File: src/baeu_pkg.sv
// package: op codes, widths, flag positions and reset values of the execution unit
`default_nettype none
package baeu_pkg;
   // -------------------------------------------------
   // widths
   // -------------------------------------------------
   localparam int unsigned DATA_W = 8;
   localparam int unsigned ADDR_W = 7;
   localparam int unsigned BIT_W  = 3;
   localparam int unsigned OP_W   = 4;
   // -------------------------------------------------
   // operation codes on the OP port
   // -------------------------------------------------
   localparam logic [3:0] OP_NONE      = 4'h0;
   localparam logic [3:0] OP_ADD_LIT   = 4'h1;
   localparam logic [3:0] OP_ADD_FILE  = 4'h2;
   localparam logic [3:0] OP_AND_LIT   = 4'h3;
   localparam logic [3:0] OP_AND_FILE  = 4'h4;
   localparam logic [3:0] OP_BIT_CLR   = 4'h5;
   localparam logic [3:0] OP_BIT_SET   = 4'h6;
   localparam logic [3:0] OP_SKIP_LOW  = 4'h7;
   localparam logic [3:0] OP_SKIP_HIGH = 4'h8;
   // -------------------------------------------------
   // flag positions and reset values
   // -------------------------------------------------
   localparam int unsigned FLAG_CARRY_POS = 0;
   localparam int unsigned FLAG_HALF_POS  = 1;
   localparam int unsigned FLAG_NULL_POS  = 2;
   localparam int unsigned HALF_BIT       = 4;
   localparam int unsigned CARRY_BIT      = 8;
   localparam logic [7:0] ACC_RST   = 8'h00;
   localparam logic [2:0] FLAGS_RST = 3'h0;
   localparam logic [6:0] ADDR_RST  = 7'h00;
   // destination select: 0 accumulator, 1 file register
   localparam logic DEST_ACC  = 1'b0;
   localparam logic DEST_FILE = 1'b1;
   typedef enum logic [1:0] {ST_RUN, ST_SQUASH} baeu_state_t;
endpackage
`default_nettype wire

File: src/baeu_adder.sv
// adder with carry out of bit 3 and bit 7
`default_nettype none
module baeu_adder
   import baeu_pkg::*;
#(
   parameter int unsigned W = DATA_W
) (
   input  wire logic [W-1:0] a,
   input  wire logic [W-1:0] b,
   output logic      [W-1:0] sum,
   output logic              carry,
   output logic              half
);
   logic [W:0] full;
   logic [4:0] low;
   always_comb begin
      full  = {1'b0, a} + {1'b0, b};
      low   = {1'b0, a[3:0]} + {1'b0, b[3:0]};
      sum   = full[W-1:0];
      carry = full[W];
      half  = low[HALF_BIT];
   end
endmodule
`default_nettype wire

File: src/baeu_bitmask.sv
// one-hot mask for a selected bit
`default_nettype none
module baeu_bitmask
   import baeu_pkg::*;
#(
   parameter int unsigned W = DATA_W
) (
   input  wire logic [BIT_W-1:0] sel,
   output logic      [W-1:0]     mask
);
   // -------------------------------------------------
   // decode per bit
   // -------------------------------------------------
   for (genvar i = 0; i < W; i++) begin : g_bit
      assign mask[i] = (sel == BIT_W'(i));
   end
endmodule
`default_nettype wire

File: src/baeu_exec.sv
// execution unit for add, and, bit set/clear and bit test-and-skip
`default_nettype none
//
// Operation
// - add literal to accumulator, result to accumulator, update carry, half carry, null
// - add accumulator and file; destination 0 accumulator, 1 file; all three flags
// - and literal with accumulator into accumulator; only null flag changes
// - and accumulator with file into chosen destination; only null flag changes
// - clear selected bit of file register; no flag changes
// - set selected bit of file register; other bits and flags unchanged
// - skip if bit low: zero bit squashes next instruction, two cycles
// - skip if bit high: one bit squashes next instruction, two cycles
module baeu_exec
   import baeu_pkg::*;
(
   input  wire logic              CLK,
   input  wire logic              RST_N,
   input  wire logic              OP_VALID,
   input  wire logic [OP_W-1:0]   OP,
   input  wire logic [DATA_W-1:0] LITERAL,
   input  wire logic [ADDR_W-1:0] FILE_ADDR,
   input  wire logic              DEST,
   input  wire logic [BIT_W-1:0]  BIT_SEL,
   input  wire logic [DATA_W-1:0] FILE_RDATA,
   output logic      [ADDR_W-1:0] FILE_WADDR,
   output logic      [DATA_W-1:0] FILE_WDATA,
   output logic                   FILE_WE,
   output logic      [DATA_W-1:0] ACC,
   output logic                   CARRY,
   output logic                   HALF_CARRY_FLAG,
   output logic                   RESULT_NULL_FLAG,
   output logic                   SQUASH,
   output logic                   BUSY
);
   // -------------------------------------------------
   // operand preparation
   // -------------------------------------------------
   logic [DATA_W-1:0] acc_reg;
   logic [DATA_W-1:0] acc_next;
   logic [2:0]        flags_reg;
   logic [2:0]        flags_next;
   logic [ADDR_W-1:0] waddr_reg;
   logic [ADDR_W-1:0] waddr_next;
   logic [DATA_W-1:0] wdata_reg;
   logic [DATA_W-1:0] wdata_next;
   logic              we_reg;
   logic              we_next;
   logic              squash_reg;
   logic              squash_next;
   baeu_state_t       state_reg;
   baeu_state_t       state_next;
   logic              busy_reg;
   logic              busy_next;

   logic [DATA_W-1:0] add_b;
   logic [DATA_W-1:0] sum;
   logic              sum_carry;
   logic              sum_half;
   logic [DATA_W-1:0] mask;
   logic [DATA_W-1:0] and_b;
   logic [DATA_W-1:0] and_res;
   logic              tested_bit;
   logic              accept;

   assign accept     = OP_VALID && (state_reg == ST_RUN);
   assign add_b      = (OP == OP_ADD_LIT) ? LITERAL : FILE_RDATA;
   assign and_b      = (OP == OP_AND_LIT) ? LITERAL : FILE_RDATA;
   assign and_res    = acc_reg & and_b;
   assign tested_bit = |(FILE_RDATA & mask);

   baeu_adder #(
      .W (DATA_W)
   ) u_adder (
      .a     (acc_reg),
      .b     (add_b),
      .sum   (sum),
      .carry (sum_carry),
      .half  (sum_half)
   );

   baeu_bitmask #(
      .W (DATA_W)
   ) u_mask (
      .sel  (BIT_SEL),
      .mask (mask)
   );

   // -------------------------------------------------
   // next-state logic
   // -------------------------------------------------
   always_comb begin
      acc_next    = acc_reg;
      flags_next  = flags_reg;
      waddr_next  = waddr_reg;
      wdata_next  = wdata_reg;
      we_next     = 1'b0;
      squash_next = 1'b0;
      state_next  = ST_RUN;
      case (state_reg)
         ST_SQUASH: begin
            // no-operation cycle in place of the discarded instruction
            state_next = ST_RUN;
         end
         ST_RUN: begin
            if (accept) begin
               case (OP)
                  OP_ADD_LIT: begin
                     acc_next                  = sum;
                     flags_next[FLAG_CARRY_POS] = sum_carry;
                     flags_next[FLAG_HALF_POS]  = sum_half;
                     flags_next[FLAG_NULL_POS]  = (sum == '0);
                  end
                  OP_ADD_FILE: begin
                     flags_next[FLAG_CARRY_POS] = sum_carry;
                     flags_next[FLAG_HALF_POS]  = sum_half;
                     flags_next[FLAG_NULL_POS]  = (sum == '0);
                     if (DEST == DEST_FILE) begin
                        waddr_next = FILE_ADDR;
                        wdata_next = sum;
                        we_next    = 1'b1;
                     end else begin
                        acc_next = sum;
                     end
                  end
                  OP_AND_LIT: begin
                     acc_next                 = and_res;
                     flags_next[FLAG_NULL_POS] = (and_res == '0);
                  end
                  OP_AND_FILE: begin
                     flags_next[FLAG_NULL_POS] = (and_res == '0);
                     if (DEST == DEST_FILE) begin
                        waddr_next = FILE_ADDR;
                        wdata_next = and_res;
                        we_next    = 1'b1;
                     end else begin
                        acc_next = and_res;
                     end
                  end
                  OP_BIT_CLR: begin
                     waddr_next = FILE_ADDR;
                     wdata_next = FILE_RDATA & ~mask;
                     we_next    = 1'b1;
                  end
                  OP_BIT_SET: begin
                     waddr_next = FILE_ADDR;
                     wdata_next = FILE_RDATA | mask;
                     we_next    = 1'b1;
                  end
                  OP_SKIP_LOW: begin
                     if (!tested_bit) begin
                        squash_next = 1'b1;
                        state_next  = ST_SQUASH;
                     end
                  end
                  OP_SKIP_HIGH: begin
                     if (tested_bit) begin
                        squash_next = 1'b1;
                        state_next  = ST_SQUASH;
                     end
                  end
                  default: begin
                     acc_next = acc_reg;
                  end
               endcase
            end
         end
         default: begin
            state_next = ST_RUN;
         end
      endcase
      busy_next = (state_next == ST_SQUASH);
   end

   // -------------------------------------------------
   // registers
   // -------------------------------------------------
   always_ff @(posedge CLK or negedge RST_N) begin
      if (!RST_N) begin
         acc_reg    <= ACC_RST;
         flags_reg  <= FLAGS_RST;
         waddr_reg  <= ADDR_RST;
         wdata_reg  <= ACC_RST;
         we_reg     <= 1'b0;
         squash_reg <= 1'b0;
         state_reg  <= ST_RUN;
         busy_reg   <= 1'b0;
      end else begin
         acc_reg    <= acc_next;
         flags_reg  <= flags_next;
         waddr_reg  <= waddr_next;
         wdata_reg  <= wdata_next;
         we_reg     <= we_next;
         squash_reg <= squash_next;
         state_reg  <= state_next;
         busy_reg   <= busy_next;
      end
   end

   // -------------------------------------------------
   // outputs
   // -------------------------------------------------
   assign ACC              = acc_reg;
   assign CARRY            = flags_reg[FLAG_CARRY_POS];
   assign HALF_CARRY_FLAG  = flags_reg[FLAG_HALF_POS];
   assign RESULT_NULL_FLAG = flags_reg[FLAG_NULL_POS];
   assign FILE_WADDR       = waddr_reg;
   assign FILE_WDATA       = wdata_reg;
   assign FILE_WE          = we_reg;
   assign SQUASH           = squash_reg;
   assign BUSY             = busy_reg;
endmodule
`default_nettype wire

File: config.mk
export PLATFORM = sky130hd
export DESIGN_NAME = baeu_exec
export DESIGN_NICKNAME = d
export VERILOG_FILES = /design/src/baeu_pkg.sv /design/src/baeu_adder.sv /design/src/baeu_bitmask.sv /design/src/baeu_exec.sv
export SDC_FILE = /design/constraint.sdc
export NUM_CORES = 1
export LEC_CHECK = 0
export BUFFER_PORTS_ARGS = -buffer_cell sky130_fd_sc_hd__buf_2
export CAP_MARGIN = 20
export CORE_UTILIZATION = 48
export DETAILED_ROUTE_END_ITERATION = 10
export GPL_TIMING_DRIVEN = 1
export PLACE_DENSITY = 0.86
export SYNTH_ARGS = -nofsm -noshare
export SYNTH_HDL_FRONTEND = slang
export SYNTH_SLANG_ARGS = --single-unit
File: constraint.sdc
create_clock -name CLK -period 2.2 [get_ports CLK]
set_clock_uncertainty 0.1 [all_clocks]
set_input_delay 0.33 -clock CLK [delete_from_list [all_inputs] [get_ports CLK]]
set_output_delay 0.33 -clock CLK [all_outputs]
set_load 0.01 [all_outputs]
==> summary.txt, run 1 <==
Setup path
  – Reg2reg end: flags_reg[2]
  – Reg2Reg Setup Slack: 0.03 ns
  – Reg2reg path depth: 5
  – Reg2reg start: state_reg[0]
  – Critical path required time: roughly 2.3 ns
  – Crit-path max FO: 4
  – CP endpoint kind: flop
  – Critical path arrival: 2.65 ns
  – Setup CP Type: in2reg
  – Crit path to: flags_reg[2]
  – Crit path from: OP[1]
  – Critical Path Start Type: primary input

Routing
  – DR pass1 iterations: 5
  – DRT antenna net count: 0
  – Routed vias/inst: slightly above 6
  – Routed Wire Length: 8.54 mm
  – Drt wl/cell: 18.7 um
  – Vias: ~2,800
  – Residual DRC: 0
  – Initial DRC count: between 400 and 500

Global routing
  – Wire length of the first global-routing pass: around 13 mm
  – Largest net degree at the start of global routing: 29
  – M2 GR Usage: 0.531
  – Met1 Usage GRT: 0.422
  – Top Usage Layer GRT: met2
  – Gr ovfl total: 0
  – Vias in the first global route: between 2,000 and 3,000
  – Initial antenna violation count: 0
  – All-Layer GR Usage: 0.320
  – Met3 usage: 0.0472

Logic synthesis
  – Sequential-to-total area share from yosys stat: 0.298
  – Synth area leader: dfrtp_1
  – Asr flop ratio synth: 1.00
  – Syn avg cell area: 8.64 um2
  – Most frequent cell after synthesis: dfrtp_1
  – Synth area leaders: dfrtp_1 (30%), mux2_2 (8.6%), o21ai_0 (5.5%), ha_1 (4.3%), a21oi_1 (3.4%)
  – Cell area after synthesis: 0.00235 mm2
  – Share of the synthesized area in the top cell type: 0.298
  – Top_reg_cell synth: dfrtp_1
  – EDFF count, synth: 0
  – Synth Warn #: 0
  – Number of distinct library cells after synthesis: 60
  – Cells after synthesis: roughly 270
  – Synth Register Bits: 28
  – Synth top cells by count: dfrtp_1 (28), o21ai_0 (26), nand2_1 (20)
  – Synthesized Nets: roughly 320

Finish
  – Layout cells sized above 1: 0.504
  – Antenna cells: 0
  – Register area: approximately 700 um2
  – Multi-input gate area: about 0.0018 mm2
  – NumNets Final: about 430
  – Layout area overhead: 51.4%
  – # fillers: 350
  – Final Cell Area: 0.00356 mm2
  – Non-filler instance count after layout: 456

Floorplan
  – Row count: 25
  – I/O Pins: 63
  – Die width: 72.0 um
  – Die Y-Extent: roughly 72 um
  – Core footprint: between 0.004 and 0.005 mm2
  – Starting density of the core: 0.498
  – Die footprint: between 0.005 and 0.006 mm2

Status
  – Outcome: complete, but fails checks
  – Failing checks: negative setup slack

Timing
  – Final slew viol count: 0
  – Fin. Hold Viols: 0
  – Tmin final: between 2 and 3 ns
  – Peak Freq: 0.391 GHz
  – Worst-Margin Slew: roughly 0.68 ns
  – Worst relative slew slack: 0.545
  – Final Setup Violations: 13
  – Final worst slack: -0.355 ns
  – Unrepaired setup endpoints after global routing: true
  – Fin crit share: 1.16
  – Fin Hold WS: about 0.17 ns

Placement
  – Placed cell areas: between 0.003 and 0.004 mm2
  – Routability cong.: around 1
  – Setup WS pre-CTS: -0.677 ns
  – Number of I/O port buffers: between 60 and 70
  – Hpwl dp: about 5.8 mm
  – Placed Cells: 440

Run
  – Max-cap violations: 0

Clock network
  – CTS tree: built
  – Clk slew on worst S/H paths: ~0.11 ns
  – Worst-skew pair later-pin latency: about 0.29 ns
  – TritonCTS Sinks: 28
  – CTS Buffer Depth: 2
  – CTS H-tree depth: 1
  – TritonCTS buffer count: 3
  – CTS root buf: clkbuf_8

Power
  – Pwr/cell area: ~1100 mW/mm2
  – Worst VDD drop: 0.741 mV
  – Leakage: 1.62 nW

Worst hold path
  – Worst Hold Class: in2reg
## metal layers
layer / share of wire / vias up
li1: - / 1247
met1: 0.41 / 1341
met2: 0.48 / 199
met3: 0.078 / 39
met4: 0.039 / 0
met5: 0 / -
## how the worst min path moves through the flow
stage | slack [ns] | start | cells past startpoint | to
CTS | 0.17 | FILE_ADDR[1] | 2 | FILE_WADDR[1]
finish | 0.17 | FILE_ADDR[1] | 2 | FILE_WADDR[1]
global route | 0.17 | FILE_ADDR[0] | 2 | FILE_WADDR[0]
floorplan | -0.07 | RST_N | 0 | ACC[0]
global placement | 0.29 | RST_N | 1 | FILE_WADDR[3]
detailed placement | 0.30 | RST_N | 1 | FILE_WADDR[4]
## per-stage QoR
| stage | power [mW] | utilization | setup TNS (ns) |
|---|---|---|---|
| after global routing | 3.92 | 0.753 | -3.63 |
| after global placement | 2.80 | 0.675 | -5.95 |
| after detailed placement | 2.84 | 0.675 | -6.76 |
| final | 3.76 | 0.753 | -2.72 |
| after CTS | 3.45 | 0.725 | -1.16 |
| after floorplan | 1.93 | - | -2.67 |
## kinds of logic after synthesis
logic type,Yosys count,synth area share
and+or+nand+nor,82,0.189
buffers and inverters,31,0.0580
xor gates and xnor gates,5,0.0186
adders and majority gates,9,0.0511
AOI/OAI and AO/OA,91,0.260
DFF,28,0.298
muxes,26,0.126
## worst max-delay path, stage by stage
cell	delay, ns
buf_6	0.10
clkinvlp_4	0.07
nand2_4	0.06
nor3_4	0.26
buf_4	0.17
mux2_4	0.30
ha_4	0.27
nor2b_4	0.14
o31ai_4	0.36
a21o_1	0.20
nor2_2	0.06
o41ai_2	0.31
## power by group
| part | leakage (nW) | total (mW) | internal [mW] | switching [mW] |
|---|---|---|---|---|
| combinational | 1.25 | 2.47 | 1.26 | 1.20 |
| sequential | 0.340 | 0.861 | 0.701 | 0.159 |
| clock | 0.0357 | 0.427 | 0.244 | 0.182 |
## layout make-up
type / instances / area share
repair buffers: 130 / 0.242
multi-input cells: 213 / 0.502
clock buffers: 3 / 0.0116
well taps: 67 / 0.0236
clock inverters: 1 / 0.00844
inverters: 14 / 0.0158
flip-flops and latches: 28 / 0.197
## cells in the final DEF, fill, tap and decap left out, types with 3 or more instances in the layout
cell type and count:
inv_1 11, a21o_1 5, nand2b_1 8, o21ai_2 5, clkbuf_8 3, o22ai_1 4
o21ai_1 4, buf_4 61, ha_4 5, a31oi_1 4, mux2_4 3, nor2b_1 3
nor3_1 4, nor2_1 16, mux2_2 15, mux2i_1 7, o21a_1 3, a22o_1 4
nand3_1 3, buf_2 61, nand2_1 19, o21ai_0 17, dfrtp_1 28, o211ai_1 3
buf_6 6, a22oi_1 3, a21oi_1 14
## what timing repair did
action | in CTS | in global routing
hold buffers | 1 | 0
pin swaps | 14 | 21
resized for setup | 23 | 21
endpoints found under the setup margin | 13 | 15
endpoints found under the hold margin | 28 | 0
buffers inserted | 8 | 6
Power figures use the tool's default switching activity.
==> run 2: changes to the inputs <==
- SETUP_SLACK_MARGIN: default -> 0.02
==> run 2 against run 1 <==
The run still ends with negative setup slack left; utilization decreased by 1.0 points; setup slack improved by 0.030 ns; register-to-register slack got worse by 0.03 ns; final cell count decreased by 0.88%; routed wire length decreased by 1.5%; critical endpoint unchanged; highest routed layer unchanged.
==> summary.txt, run 2 (same netlist as run 1, synthesis figures left out) <==
Status
  – Outcome: complete, but fails checks (unchanged)
  – Failing checks: negative setup slack (unchanged)

Timing
  – Final worst slack: -0.325 ns (was -0.355 ns)
  – Peak Freq: 0.396 GHz (was 0.391 GHz)
  – Worst relative slew slack: 0.561 (was 0.545)
  – Final Setup Violations: 14 (was 13)
  – Fin crit share: 1.15 (was 1.16)
  – Fin. Hold Viols: 0 (unchanged)
  – Final slew viol count: 0 (unchanged)
  – Tmin final: 2.52 ns (was 2.55 ns)
  – Worst-Margin Slew: 0.659 ns (was 0.683 ns)
  – Sum of negative setup slack: -2.53 ns (was -2.72 ns)
  – Unrepaired setup endpoints after global routing: true (unchanged)

Clock network
  – Worst-skew pair later-pin latency: 0.28 ns (was 0.29 ns)
  – Clk slew on worst S/H paths: 0.10 ns (was 0.11 ns)
  – TritonCTS buffer count: 3 (unchanged)
  – CTS H-tree depth: 1 (unchanged)
  – CTS root buf: clkbuf_8 (unchanged)
  – CTS tree: built (unchanged)
  – CTS Buffer Depth: 2 (unchanged)
  – TritonCTS Sinks: 28 (unchanged)

Setup path
  – Slowest Stage Delay on Critical Path: 0.36 ns (about the same)
  – Critical path required time: 2.29 ns (about the same)
  – Worst-path cell chain: buf_6, clkinvlp_4, nand2_4, nor3_4, buf_4, mux2_4, inv_1, fa_2, nor2b_4, o31ai_4, a21o_1, nor2_1, o41ai_2 (was buf_6, clkinvlp_4, nand2_4, nor3_4, buf_4, mux2_4, ha_4, nor2b_4, o31ai_4, a21o_1, nor2_2, o41ai_2)
  – Slowest cell on crit path: o31ai_4 (unchanged)
  – CP endpoint kind: flop (unchanged)
  – Critical path arrival: 2.61 ns (was 2.65 ns)
  – Crit-path max FO: 4 (unchanged)
  – Setup CP Type: in2reg (unchanged)
  – Critical Path Start Type: primary input (unchanged)

Routing
  – Routed vias/inst: 6.19 (was 6.20)
  – Initial DRC count: 339 (was 454)
  – Routed Wire Length: 8.41 mm (was 8.54 mm)
  – DRT antenna net count: 0 (unchanged)
  – Residual DRC: 0 (unchanged)
  – Drt wl/cell: 18.6 um (was 18.7 um)
  – DR pass1 iterations: 6 (was 5)
  – Vias: 2,798 (was 2,826)

Run
  – Max-cap violations: 0 (unchanged)

Placement
  – Number of I/O port buffers: 62 (unchanged)
  – Placed Cells: 434 (was 440)
  – Hpwl dp: 5.81 mm (about the same)
  – Routability cong.: 1.01 (was 0.973)

Finish
  – Layout cells sized above 1: 0.483 (was 0.504)
  – Commonest non-fill, non-tap cell in the layout: buf_2
  – Layout area overhead: 49.3% (was 51.4%)
  – Most frequent cells in the layout: buf_2 (61), buf_4 (56), dfrtp_1 (28), nand2_1 (19), o21ai_0 (17) (was buf_2 (61), buf_4 (61), dfrtp_1 (28), nand2_1 (19), o21ai_0 (17))
  – Antenna cells: 0 (unchanged)
  – NumNets Final: 429 (was 433)
  – Non-filler instance count after layout: 452 (was 456)
  – Util after Layout: 0.743 (was 0.753)

Power
  – Worst VDD drop: 0.795 mV (was 0.741 mV)
  – Leakage: 1.61 nW (was 1.62 nW)
  – Final total power: 3.69 mW (was 3.76 mW)
  – Pwr/cell area: 1050 mW/mm2 (was 1060 mW/mm2)

Global routing
  – Gr ovfl total: 0 (unchanged)
  – All-Layer GR Usage: 0.322 (was 0.320)
  – Met1 Usage GRT: 0.443 (was 0.422)
  – M2 GR Usage: 0.528 (was 0.531)
  – Largest net degree at the start of global routing: 29 (unchanged)
  – Wire length of the first global-routing pass: 12.8 mm (was 12.7 mm)
  – Met3 usage: 0.0278 (was 0.0472)
  – Initial antenna violation count: 0 (unchanged)
  – Vias in the first global route: 2,622 (was 2,561)
  – Top Usage Layer GRT: met2 (unchanged)

Floorplan
  – Starting density of the core: 0.498 (unchanged)
  – I/O Pins: 63 (unchanged)
  – Die footprint: 0.00518 mm2 (unchanged)
  – Die width: 72.0 um (unchanged)
  – Row count: 25 (unchanged)
  – Die Y-Extent: 72.0 um (unchanged)
  – Core footprint: 0.00472 mm2 (unchanged)

Worst hold path
  – Worst Hold Class: in2reg (unchanged)
## run 2: cell count changes in the layout (fill, tap and decap cells not counted), moves of 2 or more
cell,previous run,this run
ha_4,5,3
o21ai_2,5,3
o21ai_4,0,2
buf_4,61,56
## run 2: through the flow
step	instance area, um2	setup slack [ns]	hold WS [ns]
final	3510	-0.325	0.174
after global routing	3510	-0.422	0.173
after CTS	3440	-0.258	0.170
after detailed placement	3140	-0.673	0.302
after global placement	3140	-0.585	0.301
after floorplan	2480	-0.409	-0.0656
## run 2: routing by layer
metal	up-vias	wire (um)
met1	1304	3340
met2	210	3950
met5	-	0
li1	1247	-
met4	0	307
met3	37	810
## run 2: final timing paths
| kind | start | endpoint | slack (ns) | cells past startpoint |
|---|---|---|---|---|
| hold / removal | FILE_ADDR[0] | FILE_WADDR[0] | 0.17 | 2 |
| setup reg to reg | ACC[1] | flags_reg[2] | 0 | 6 |
| max in group asynchronous | RST_N | FILE_WDATA[3] | 1.05 | 2 |
| setup / recovery | OP[1] | flags_reg[2] | -0.32 | 13 |
| hold reg to reg | flags_reg[1] | flags_reg[1] | 0.40 | 1 |
| min in group asynchronous | RST_N | ACC[1] | 0.50 | 2 |
## run 2: layout make-up
cell class              count  area (um2)
clock buffers               3        41.3
clock inverters             1        30.0
fillers                   338        1210
inverters                  14        56.3
multi-input cells         213        1750
flip-flops and latches     28         701
well taps                  67        83.8
repair buffers            126         843
## run 2: what timing repair did
action                     in CTS  in global routing
hold buffers                    1                  0
hold endpoints to repair       28                  0
gates cloned                    0                  0
buffers inserted               12                  4
setup endpoints to repair      15                 16
pin swaps                      17                 13
resized for setup              30                 11
## run 2: worst max-delay path: cells and delay by family
family / cells / cell delay (ns)
buf+inv: 4 / 0.42
fa+ha+maj: 1 / 0.25
compound gates: 3 / 0.87
mux: 1 / 0.31
simple gates: 4 / 0.43
## run 2: power by group
| group | switching (mW) | total [mW] | leakage (nW) | internal (mW) |
|---|---|---|---|---|
| Combinational | 1.19 | 2.42 | 1.23 | 1.23 |
| Sequential | 0.158 | 0.859 | 0.340 | 0.701 |
| Clock | 0.172 | 0.416 | 0.0357 | 0.244 |
| Total | 1.52 | 3.69 | 1.61 | 2.17 |
